`src/iosr_pkg.sv`:
```
// Shared constants for the I/O status readout command handler
`default_nettype none
package iosr_pkg;
    // Register byte offsets on the APB
    localparam logic [7:0] CTRL_OFS    = 8'h00;
    localparam logic [7:0] STATUS_OFS  = 8'h04;
    // Control register fields and reset value
    localparam int         TYPE_LSB    = 0;
    localparam int         TYPE_W      = 3;
    localparam logic [2:0] TYPE_RST    = 3'h1;
    // Status register field positions
    localparam int         ST_BUSY     = 0;
    localparam int         ST_REPEAT   = 1;
    localparam int         ST_SNAP_LSB = 8;
    // I/O type codes
    localparam logic [2:0] TY1         = 3'h1;
    localparam logic [2:0] TY2         = 3'h2;
    localparam logic [2:0] TY3         = 3'h3;
    localparam logic [2:0] TY4         = 3'h4;
    localparam logic [2:0] TY7         = 3'h7;
    // Character codes
    localparam logic [7:0] CH_SPACE    = 8'h20;
    localparam logic [7:0] CH_CR       = 8'h0d;
    localparam logic [7:0] CH_BS       = 8'h08;
    localparam logic [7:0] CH_ZERO     = 8'h30;
    localparam logic [7:0] CH_ONE      = 8'h31;
    localparam logic [7:0] CH_I        = 8'h49;
    localparam logic [7:0] CH_O        = 8'h4f;
    localparam logic [7:0] CH_SLASH    = 8'h2f;
    localparam logic [7:0] CH_R        = 8'h52;
    localparam logic [7:0] CH_P        = 8'h50;
    // Report layout: index 0 leading space, 1..8 inputs, 9 separator,
    // 10..13 outputs, 14 carriage return
    localparam logic [3:0] IX_LEAD     = 4'h0;
    localparam logic [3:0] IX_IN0      = 4'h1;
    localparam logic [3:0] IX_SEP      = 4'h9;
    localparam logic [3:0] IX_OUT0     = 4'ha;
    localparam logic [3:0] IX_CR       = 4'he;
    localparam int         SNAP_W      = 12;
    // Command lengths
    localparam logic [2:0] LEN_PLAIN   = 3'h2;
    localparam logic [2:0] LEN_REPEAT  = 3'h5;
    // Transmit sequencer states
    typedef enum logic [1:0] {
        IOSR_IDLE = 2'b01,
        IOSR_SEND = 2'b10
    } iosr_state_t;
endpackage : iosr_pkg
`default_nettype wire

```
`src/iosr_readout.sv`:
```
// I/O status readout command handler: parses the terminal command, streams reports
//
// Our own choices: the register offsets and the APB interface to the registers.
`timescale 1ns/1ps
`default_nettype none
module iosr_readout (
    input  wire logic        pclk,
    input  wire logic        presetn,
    // APB slave
    input  wire logic        psel,
    input  wire logic        penable,
    input  wire logic        pwrite,
    input  wire logic [7:0]  paddr,
    input  wire logic [31:0] pwdata,
    output logic      [31:0] prdata,
    output logic             pready,
    output logic             pslverr,
    // Terminal receive byte stream (same clock)
    input  wire logic [7:0]  rx_data,
    input  wire logic        rx_valid,
    // Terminal transmit byte stream (same clock)
    output logic      [7:0]  tx_data,
    output logic             tx_valid,
    input  wire logic        tx_ready,
    // Control connector levels, active high
    input  wire logic        servo_on_input,
    input  wire logic        emergency_stop_input,
    input  wire logic        run_input,
    input  wire logic        home_limit_input,
    input  wire logic        program_select_bit3,
    input  wire logic        program_select_bit2,
    input  wire logic        program_select_bit1,
    input  wire logic        program_select_bit0,
    input  wire logic        direction_input,
    input  wire logic        jog_input,
    input  wire logic        minus_travel_limit_input,
    input  wire logic        plus_travel_limit_input,
    input  wire logic        home_start_input,
    input  wire logic        error_counter_clear_input,
    input  wire logic        driver_ready_output,
    input  wire logic        brake_output,
    input  wire logic        in_position_output
);
    localparam int PIN_W = 17;

    logic [PIN_W-1:0]          pins_s;
    logic [iosr_pkg::TYPE_W-1:0] io_type_r;
    iosr_pkg::iosr_state_t     state_r;
    logic [3:0]                idx_r;
    logic [7:0]                tx_data_r;
    logic [iosr_pkg::SNAP_W-1:0] snap_r;
    logic                      repeat_r;
    logic                      pend_r;
    logic [2:0]                len_r;
    logic [39:0]               line_r;
    logic [31:0]               prdata_r;

    // Pins are asynchronous to pclk, so all pass two flops first
    iosr_sync #(.W(PIN_W)) u_sync (
        .pclk    (pclk),
        .presetn (presetn),
        .d       ({servo_on_input, emergency_stop_input, run_input, home_limit_input,
                   program_select_bit3, program_select_bit2, program_select_bit1,
                   program_select_bit0, direction_input, jog_input,
                   minus_travel_limit_input, plus_travel_limit_input, home_start_input,
                   error_counter_clear_input, driver_ready_output, brake_output,
                   in_position_output}),
        .q       (pins_s)
    );

    // Lower input nibble by I/O type; unknown types fall back to type 1
    function automatic logic [3:0] low_nibble(input logic [2:0] ty, input logic [PIN_W-1:0] p);
        logic [3:0] r;
        r = p[12:9];
        case (ty)
            iosr_pkg::TY2: r = {p[12], p[11], p[8], p[7]};
            iosr_pkg::TY3: r = {p[12], p[11], p[6], p[5]};
            iosr_pkg::TY4: r = {p[4], p[3], p[6], p[5]};
            iosr_pkg::TY7: r = {p[8], p[7], p[6], p[5]};
            default:       r = p[12:9];
        endcase
        return r;
    endfunction : low_nibble

    // ASCII digit for one status bit
    function automatic logic [7:0] digit(input logic b);
        return b ? iosr_pkg::CH_ONE : iosr_pkg::CH_ZERO;
    endfunction : digit

    // Character at a report position
    function automatic logic [7:0] char_at(input logic [3:0] ix,
                                           input logic [iosr_pkg::SNAP_W-1:0] s);
        logic [7:0] c;
        c = iosr_pkg::CH_SPACE;
        if (ix == iosr_pkg::IX_CR)
            c = iosr_pkg::CH_CR;
        else if (ix >= iosr_pkg::IX_OUT0)
            c = digit(s[4'(iosr_pkg::IX_CR - 4'h1 - ix)]);
        else if (ix >= iosr_pkg::IX_IN0 && ix < iosr_pkg::IX_SEP)
            c = digit(s[4'(iosr_pkg::IX_CR - 4'h2 - ix)]);
        return c;
    endfunction : char_at

    // Live snapshot: upper inputs fixed, lower by type, outputs, unused slot
    wire [iosr_pkg::SNAP_W-1:0] snap_now = {pins_s[16:13], low_nibble(io_type_r, pins_s),
                                            pins_s[2:0], 1'b0};

    // Command decode on enter
    wire rx_cr      = rx_valid && (rx_data == iosr_pkg::CH_CR);
    wire rx_bs      = rx_valid && (rx_data == iosr_pkg::CH_BS);
    wire is_plain   = (len_r == iosr_pkg::LEN_PLAIN) &&
                      (line_r[15:0] == {iosr_pkg::CH_I, iosr_pkg::CH_O});
    wire is_repeat  = (len_r == iosr_pkg::LEN_REPEAT) &&
                      (line_r == {iosr_pkg::CH_I, iosr_pkg::CH_O, iosr_pkg::CH_SLASH,
                                  iosr_pkg::CH_R, iosr_pkg::CH_P});
    wire cmd_ok     = rx_cr && (is_plain || is_repeat);

    // Transmit sequencing
    wire idle       = (state_r == iosr_pkg::IOSR_IDLE);
    wire start      = idle && (pend_r || repeat_r);
    wire [3:0] first_w = repeat_r ? iosr_pkg::IX_LEAD : iosr_pkg::IX_IN0;
    wire tx_fire    = tx_valid && tx_ready;
    wire last_char  = tx_fire && (idx_r == iosr_pkg::IX_CR);
    wire [3:0] idx_nxt = idx_r + 4'h1;

    assign tx_valid = (state_r == iosr_pkg::IOSR_SEND);
    assign tx_data  = tx_data_r;

    // APB decode: zero-wait slave, error on unmapped offsets
    wire apb_acc    = psel && penable;
    wire hit_ctrl   = (paddr == iosr_pkg::CTRL_OFS);
    wire hit_stat   = (paddr == iosr_pkg::STATUS_OFS);
    wire ctrl_wr    = apb_acc && pwrite && hit_ctrl;
    wire [31:0] rd_mux = hit_ctrl ? {29'h0, io_type_r} :
                         hit_stat ? {12'h0, snap_r, 6'h0, repeat_r, ~idle} : 32'h0;
    assign pready   = 1'b1;
    assign pslverr  = apb_acc && !(hit_ctrl || (hit_stat && !pwrite));
    assign prdata   = prdata_r;

    // Line editor: keeps the last five characters and counts those since the previous enter or backspace
    always_ff @(posedge pclk or negedge presetn) begin
        if (!presetn) begin
            len_r  <= 3'h0;
            line_r <= 40'h0;
        end else if (rx_cr || rx_bs) begin
            len_r  <= 3'h0;
        end else if (rx_valid) begin
            line_r <= {line_r[31:0], rx_data};
            len_r  <= (len_r == 3'h7) ? len_r : len_r + 3'h1;
        end
    end

    // Request flags; a new command arriving with the backspace cannot collide
    always_ff @(posedge pclk or negedge presetn) begin
        if (!presetn) begin
            repeat_r <= 1'b0;
            pend_r   <= 1'b0;
        end else begin
            if (rx_bs)
                repeat_r <= 1'b0;
            else if (cmd_ok)
                repeat_r <= is_repeat;
            if (cmd_ok && is_plain)
                pend_r <= 1'b1;
            else if (start)
                pend_r <= 1'b0;
        end
    end

    // Report sender; snapshot taken fresh at every report start
    always_ff @(posedge pclk or negedge presetn) begin
        if (!presetn) begin
            state_r   <= iosr_pkg::IOSR_IDLE;
            idx_r     <= iosr_pkg::IX_LEAD;
            tx_data_r <= iosr_pkg::CH_SPACE;
            snap_r    <= '0;
        end else begin
            case (state_r)
                iosr_pkg::IOSR_IDLE: begin
                    if (start) begin
                        snap_r    <= snap_now;
                        idx_r     <= first_w;
                        tx_data_r <= char_at(first_w, snap_now);
                        state_r   <= iosr_pkg::IOSR_SEND;
                    end
                end
                iosr_pkg::IOSR_SEND: begin
                    if (last_char) begin
                        state_r <= iosr_pkg::IOSR_IDLE;         // Repeat restarts from idle
                    end else if (tx_fire) begin
                        idx_r     <= idx_nxt;
                        tx_data_r <= char_at(idx_nxt, snap_r);
                    end
                end
                default: state_r <= iosr_pkg::IOSR_IDLE;
            endcase
        end
    end

    // Control register write and registered read data
    always_ff @(posedge pclk or negedge presetn) begin
        if (!presetn) begin
            io_type_r <= iosr_pkg::TYPE_RST;
            prdata_r  <= 32'h0;
        end else begin
            if (ctrl_wr)
                io_type_r <= pwdata[iosr_pkg::TYPE_LSB +: iosr_pkg::TYPE_W];
            if (psel && !penable && !pwrite)
                prdata_r <= rd_mux;
        end
    end

endmodule : iosr_readout
`default_nettype wire

```
`src/iosr_sync.sv`:
```
// Two-flop synchroniser for a bus of independent pin levels
`timescale 1ns/1ps
`default_nettype none
module iosr_sync #(
    parameter int W = 1
) (
    input  wire logic         pclk,
    input  wire logic         presetn,
    input  wire logic [W-1:0] d,
    output logic      [W-1:0] q
);
    logic [W-1:0] meta_r;

    // Elaboration-time refusal of a width the flops cannot hold
    if (W < 1) begin : g_bad_width
        $error("iosr_sync width must be positive");
    end

    // First stage feeds only the second stage
    always_ff @(posedge pclk or negedge presetn) begin
        if (!presetn) begin
            meta_r <= '0;
            q      <= '0;
        end else begin
            meta_r <= d;
            q      <= meta_r;
        end
    end
endmodule : iosr_sync
`default_nettype wire

```
`config.mk`:
```
export PLATFORM = sky130hd
export DESIGN_NAME = iosr_readout
export DESIGN_NICKNAME = d
export VERILOG_FILES = /design/src/iosr_pkg.sv /design/src/iosr_readout.sv /design/src/iosr_sync.sv
export SDC_FILE = /design/constraint.sdc
export NUM_CORES = 1
export LEC_CHECK = 0
export BUFFER_PORTS_ARGS = -buffer_cell sky130_fd_sc_hd__buf_2
export CORE_AREA = 2 2 102 94
export CTS_CLUSTER_SIZE = 24
export DETAILED_ROUTE_END_ITERATION = 16
export DIE_AREA = 0 0 104 96
export PLACE_DENSITY = 0.83
export RECOVER_POWER = 25
export SETUP_SLACK_MARGIN = 0.1
export SLEW_MARGIN = 10
export SYNTH_ARGS = -nofsm -noshare
export SYNTH_HDL_FRONTEND = slang
export SYNTH_SLANG_ARGS = --single-unit
```
`constraint.sdc`:
```
create_clock -name pclk -period 3.78 [get_ports pclk]
set_input_delay 0 -clock pclk [delete_from_list [all_inputs] [get_ports pclk]]
set_output_delay 0 -clock pclk [all_outputs]
set_load 0.01 [all_outputs]
```
==> run summary, run 1 <==
Status - finished, violations left
Violated checks - max-capacitance violations, max-slew violations
Routed Antenna Nets - 0
Sw Share - 0.2836
Post-Synth Simple-Gate Area - 0.1056
Boundary pin count - 115
GRT Util Overall - 0.2224
Leakage - 2.945 nW
FF/Latch Area - 2932 µm²
Initial antenna violation count - 0
Critical Path Source Type - flip-flop
Main synth FF type - dfrtp_1
Slowest library cell on the worst path - dfrtp_1
Max IR drop VDD - 0.0003743 V
Clock skew - 0.01264 ns
Syn_area_per_cell - 12.59 µm²
FFs w/ async S/R, synth - 1.000
Worst Tran Pin Value - 1.904 ns
Sequential power share - 0.413
Worst Setup SP - idx_r[0]
Pwr Total - 0.004087 W
Top-area cell type share of the netlist area - 0.5610
Post-route DRC - 0
Setup bufs post-CTS - 0
CTS Buf Count - 17
WL per Instance - 16.12 µm
Post-synth cell types - 53
Clk_lat worst skew - 0.51 ns
Dominant cell by count in the synthesized netlist - dfrtp_1
Core Region - 8919 µm²
Fillers - 594
First-pass GRT wire length - 16940 µm
Design area - 6361 µm²
CTS tree - built
Worst slack at placement - 0.8664 ns
Relative slew slack - -0.2693
RR Endpoint - tx_data[0]
Worst path max stage delay - 0.74 ns
DP Area - 5389 µm²
Max Root-Sink Buffers - 2
Routed WL - 10380 µm
R2R setup slack - 0.82 ns
Fin nets - 593
Setup violations, final - 0
Part of the power in the clock network - 0.388
Critical path endpoint - tx_data[0]
Drt first pass iters - 4
Initial core utilization - 0.5701
Crit. End Element - flip-flop
Synth Area in Compound Gates - 0.08440
Post-Synth XOR/XNOR Area - 0.006890
Post-synthesis adder-cell area fraction - 0.02953
Die Span Y - 96 µm
Root buffer cell - clkbuf_8
Setup TNS - 0 ns
Total die area - 9984 µm²
Final worst slack - 0.8195 ns
Die Wd - 104 µm
Critical R2R Launch - idx_r[0]
DR vias/cell - 5.399
Vias in the first global route - 3500
Crit path DAT - 3.39 ns
Final Slew Violations - 82
Mapped Cells - 404
Max cap viols - 1
GP Congestion - 0.9086
Largest net degree at the start of global routing - 82
Clock sink total - 117
Final Hold Fails - 0
Post-synthesis mux area share - 0.1363
Most used cell along the critical path - ha_1
Rows - 33
# diodes - 0
RSZ-0062 raised after global routing - no
Area growth syn-to-layout - 25.10%
Synth warnings - 0
Area of the multi-input gates - 1932 µm²
Worst Path Required - 4.21 ns
Cell-internal power - 0.002928 W
Met2 Track Usage GR - 0.3805
Detailed placement HPWL - 6351 µm
Layout cell share with drive strength beyond 1 - 0.2969
R2R depth - 9
Buffers on Ports - 63
Synth top area cells - dfrtp_1 (56%), mux2_2 (11%), buf_4 (3.4%)
Busiest metal layer after global routing - met2
Synthesized area - 5085 µm²
Final core occ - 0.7132
Comb pwr share - 0.198
Pwr Density - 642.5 nW/µm²
Post-synth EDFFs - 0
P_sw - 0.001159 W
Largest family of logic cells by synthesized area - multiplexers
Routed via count - 3477
Clock transition at path regs - 0.06 ns
Setup CP Type - reg2reg
Final period util - 0.7832
Seq cells post-synth - 117
HP Class - in2reg
H-tree Lvls - 4
Min cycle time layout - 2.960 ns
Max Fanout on Critical Path - 17
DRT iter0 DRCs - 164
GR Util met3 - 0.04604
M1 GR Usage - 0.2748
CP Cell Sequence - ha_1, xor2_1, inv_1, ha_1, a211oi_1, nand3_1, a211o_1, a21o_1, o22ai_1
Sequential share of the synthesized area - 0.5765
Remaining Overflow, GRT - 0
Most frequent cells after synthesis - dfrtp_1 (114), mux2_2 (50), nand2_1 (34)
Max Fclk - 337.8 MHz
Synth area leader - dfrtp_1
Hold Path Origin - pwrite
==> registers in the layout, summed over array words and instances (netlist names), 4 cells and up <==
register and flops:
line_r 40, u_sync.meta_r 17, u_sync.q 17, prdata 14
snap_r 11, idx_r 4, tx_data 4
==> cells by family after synthesis <==
logic type | Yosys count
xor+xnor | 4
other cells | 2
mux | 58
buf+inv | 49
simple gates | 99
compound gates | 63
flops | 117
fa+ha+maj | 12
==> power by group through the flow <==
stage / clock network (W) / logic [W] / registers, W
floorplan: 0 / 0.000636 / 0.00160
global placement: 0 / 0.000718 / 0.00168
detailed placement: 0 / 0.000749 / 0.00170
CTS: 0.00161 / 0.000805 / 0.00168
global route: 0.00167 / 0.000897 / 0.00172
finish: 0.00159 / 0.000811 / 0.00169
==> worst max-delay path: cells and delay by family, from the launching register on <==
family	cells	cell delay [ns]
adder cells (fa/ha/maj)	2	0.57
AO/OA/AOI/OAI	4	0.95
buffers and inverters	1	0.14
flip-flops	1	0.74
XOR/XNOR	1	0.34
AND/OR/NAND/NOR	1	0.13
==> stage by stage <==
step / hold slack [ns] / instances
6_report: 0.03597 / 644
5_1_grt: 0.05102 / 644
4_1_cts: 0.01749 / 644
3_5_place_dp: 0.1093 / 574
3_3_place_gp: 0.1083 / 574
2_1_floorplan: -0.2956 / 424
==> layout by cell type, fill, tap and decap left out, drive strengths merged, types with 6 or more instances in the layout <==
master and n:
a21oi 6, a22o 13, buf 61, clkbuf 28
conb 22, dfrtp 114, dlygate4sd3 38, ha 12
inv 12, mux2 50, nand2 35, nand3 10
nor2 15, o21ai 20
==> worst min-delay path by stage <==
stage	slack (ns)	cells past startpoint	endpoint
3_5_place_dp	0.11	1	u_sync.meta_r[5]
6_report	0.04	3	io_type_r[2]
3_3_place_gp	0.11	1	u_sync.meta_r[15]
2_1_floorplan	-0.30	0	idx_r[0]
5_1_grt	0.05	3	io_type_r[0]
4_1_cts	0.02	3	io_type_r[2]
==> timing repair <==
action / in CTS / in global routing
hold buffers: 38 / 0
resized for setup: 0 / 0
endpoints found under the hold margin: 117 / 0
==> routing by layer <==
metal  up-vias  wire length [µm]
met3        22               444
met2       117              5262
met4         0               198
li1       1615                 -
met1      1723              4476
met5         -                 0
==> layout make-up <==
class | count | area share
sequential | 117 | 0.4609
multi-input combinational | 258 | 0.3037
timing repair buffer | 103 | 0.1111
clock buffer | 24 | 0.07396
tap | 122 | 0.02400
clock inverter | 8 | 0.01928
inverter | 12 | 0.007081
Note: power is estimated with default switching activity, not from simulation.
==> run 2: changes to the inputs <==
- ABC_AREA: default -> 1
- CORE_AREA: 2 2 102 94 -> 2 2 114 105
- DIE_AREA: 0 0 104 96 -> 0 0 116 107
- PLACE_DENSITY: 0.83 -> 0.73
- clock period: 3.78 -> 2.43 ns (I/O delays scaled with it)
==> run 2 against run 1 <==
The flow still finishes with violations (max-capacitance violations, max-slew violations). Global-route usage decreased by 3.0 points. Sequential cell count unchanged. Synthesized cell count increased by 47%. Worst setup slack got worse by 0.51 ns. Routed wire length increased by 7.6%. Total power increased by 56%. Fmax increased by 40%. Clock skew decreased by 0.0038 ns. Highest routed layer unchanged.
==> run summary, run 2 <==
GRT Util Overall - 0.1921 (-0.03032)
Clock transition at path regs - 0.05 ns (about the same)
Crit. End Element - flip-flop
Synth warnings - 0 (unchanged)
Clock sink total - 117 (unchanged)
Largest Register - line_r
Die Wd - 116 µm (+12%)
Setup CP Type - reg2reg
Fin nets - 781 (+32%)
Synthesized area - 5360 µm² (+5.4%)
Synth area leader - dfrtp_1
Buffers on Ports - 63 (unchanged)
Clock skew - 0.008880 ns (-0.003765 ns)
RSZ-0062 raised after global routing - no
Syn_area_per_cell - 9.009 µm² (-28%)
Min cycle time layout - 2.116 ns (-0.8447 ns)
CP Cell Sequence - ha_1, inv_1, nand2_1, nand2_2, inv_1, ha_1, inv_1, nor2_1, nand2_1, nor2_1, nor2_1, nand3_1, nand2_1, inv_1, nand2_1, nand2_1, nand2_1
Core Region - 11200 µm² (+26%)
Worst Path Required - 2.71 ns (-1.50 ns)
Vias in the first global route - 4182 (+19%)
Final worst slack - 0.3142 ns (-0.5053 ns)
FFs w/ async S/R, synth - 1.000 (unchanged)
Hold_ws - 0.03393 ns (-0.002043 ns)
Worst path max stage delay - 0.45 ns (-0.29 ns)
Final Slew Violations - 69 (-16%)
Top-area cell type share of the netlist area - 0.5322 (-0.02881)
DR vias/cell - 4.851 (-10%)
Status - finished, violations left
Area growth syn-to-layout - 23.34%
Worst path top cell family by delay - simple AND/OR/NAND/NOR gates
Total die area - 12410 µm² (+24%)
Setup bufs post-CTS - 0 (unchanged)
Commonest non-fill, non-tap cells in the layout - nand2_1 (154), dfrtp_1 (113), inv_1 (63)
Clk_lat worst skew - 0.40 ns (-0.11 ns)
Routed WL - 11170 µm (+7.6%)
Setup TNS - 0 ns (unchanged)
Seq cells post-synth - 117 (unchanged)
Root buffer cell - clkbuf_16
Worst slack at placement - 0.2397 ns (-0.6267 ns)
Drt first pass iters - 5 (+1)
Sequential share of the synthesized area - 0.5469 (-0.02961)
Routed Antenna Nets - 0 (unchanged)
Final period util - 0.8707 (+0.08751)
Largest net degree at the start of global routing - 69 (-16%)
Post-synth EDFFs - 0 (unchanged)
DP Area - 5719 µm² (+6.1%)
Main synth FF type - dfrtp_1
Slowest library cell on the worst path - dfrtp_2
Post-synth cell types - 37 (-30%)
Boundary pin count - 115 (unchanged)
Design area - 6611 µm² (+3.9%)
Worst Tran Pin Value - 1.627 ns (-0.2768 ns)
Crit path DAT - 2.40 ns (-0.99 ns)
CTS tree - built
Mapped Cells - 595 (+47%)
Worst Path Buf+Inv - 4 (+3)
# diodes - 0 (unchanged)
Most used cell along the critical path - nand2_1
Most frequent cells after synthesis - nand2_1 (155), dfrtp_1 (114), inv_1 (63)
Rows - 37 (+12%)
Max IR drop VDD - 0.0005610 V (+50%)
First-pass GRT wire length - 18570 µm (+9.6%)
Max reg flops - 40 (unchanged)
Die Span Y - 107 µm (+11%)
Layout cell share with drive strength beyond 1 - 0.1817 (-0.1152)
DRT iter0 DRCs - 264 (+61%)
GP Congestion - 0.9014 (-0.79%)
HP Class - in2reg
Detailed placement HPWL - 7568 µm (+19%)
Max cap viols - 1 (unchanged)
Leakage - 3.319 nW (+13%)
Remaining Overflow, GRT - 0 (unchanged)
Commonest non-fill, non-tap cell in the layout - nand2_1
Dominant cell by count in the synthesized netlist - nand2_1
Top Registers - line_r x40, u_sync.meta_r x17, u_sync.q x17
Max Fclk - 472.6 MHz (+40%)
Violated checks - max-capacitance violations, max-slew violations
Post-route DRC - 0 (unchanged)
Setup violations, final - 0 (unchanged)
Max Root-Sink Buffers - 2 (unchanged)
Max Fanout on Critical Path - 8 (-9)
CTS Buf Count - 17 (unchanged)
Initial core utilization - 0.4784 (-0.09170)
Final Hold Fails - 0 (unchanged)
Critical Path Source Type - flip-flop
Pwr Density - 966.2 nW/µm² (+50%)
Initial antenna violation count - 0 (unchanged)
Routed via count - 4201 (+21%)
Relative slew slack - -0.08476 (+0.1845)
Synth top area cells - dfrtp_1 (53%), nand2_1 (11%), nand3_1 (5.1%)
WL per Instance - 12.90 µm (-20%)
H-tree Lvls - 4 (unchanged)
-- run 2: changes by cell type in the layout (fill, tap and decap cells not counted), moves of 9 or more --
cell      delta
a22o_1      -13
o21ai_2     +10
clkbuf_1    +13
nor2_1      +21
nand3_1     +45
nand2_2     +15
o21ai_0     +12
inv_1       +51
nand2_1    +120
buf_2       -14
nand4_1      +9
mux2_2      -50
-- run 2: area by class of cell --
type | count | area (µm²)
multi-input cells | 391 | 1952
clock buffers | 24 | 491.7
repair buffers | 104 | 694.4
fillers | 960 | 4592
well taps | 156 | 195.2
flip-flops and latches | 117 | 2933
clock inverters | 8 | 97.59
inverters | 66 | 247.7
-- run 2: final timing paths --
check | from | end | slack (ns) | cells past startpoint
min in group asynchronous | presetn | prdata[2] | 0.56 | 2
setup reg to reg | idx_r[0] | tx_data[0] | 0.31 | 17
hold reg to reg | u_sync.meta_r[16] | u_sync.q[16] | 0.35 | 0
hold / removal | rx_valid | line_r[14] | 0.03 | 3
max in group asynchronous | presetn | tx_data[5] | 0.79 | 3
setup / recovery | idx_r[0] | tx_data[0] | 0.31 | 17
-- run 2: metal layers --
layer  up-vias  track usage  share of wire  wire length (µm)
li1       2068            -              -                 -
met1      2009       0.2309           0.42              4746
met2       106       0.3342           0.52              5781
met3        18      0.04635          0.041               462
met4         0      0.07058          0.016               179
met5         -            0              0                 0
-- run 2: stage by stage --
stage / total power, W / util / cells
after floorplan: 0.003502 / - / 615
after global placement: 0.003816 / 0.5105 / 802
after detailed placement: 0.003901 / 0.5105 / 802
after CTS: 0.006393 / 0.5917 / 866
after global routing: 0.006765 / 0.5901 / 866
final: 0.006388 / 0.5901 / 866
-- run 2: kinds of logic (layout without fill, tap and decap cells) --
logic type               count (synthesis)  count (layout)  share of synthesized area
AND/OR/NAND/NOR                        288             288                     0.2379
flip-flops                             117             117                     0.5469
buffers and inverters                  107             202                     0.1039
AO/OA/AOI/OAI                           69              69                    0.08193
adder cells (fa/ha/maj)                 12              12                    0.02801
other                                    2              22                   0.001401
-- run 2: report_power, final --
group	switching, W	internal, W
combinational	0.000908	0.000565
clock	0.000831	0.00161
sequential	0.000246	0.00223
-- run 2: repair_timing --
| action | 4_1_cts | 5_1_grt |
|---|---|---|
| hold buffers | 32 | 0 |
| hold endpoints to repair | 96 | 0 |
| gates resized for setup | 0 | 3 |
| endpoints found under the setup margin | 0 | 1 |
-- run 2: worst min-delay path, stage by stage --
cell and delay [ns]:
buf_2 0.22, nand3_1 0.13, nand2_1 0.05
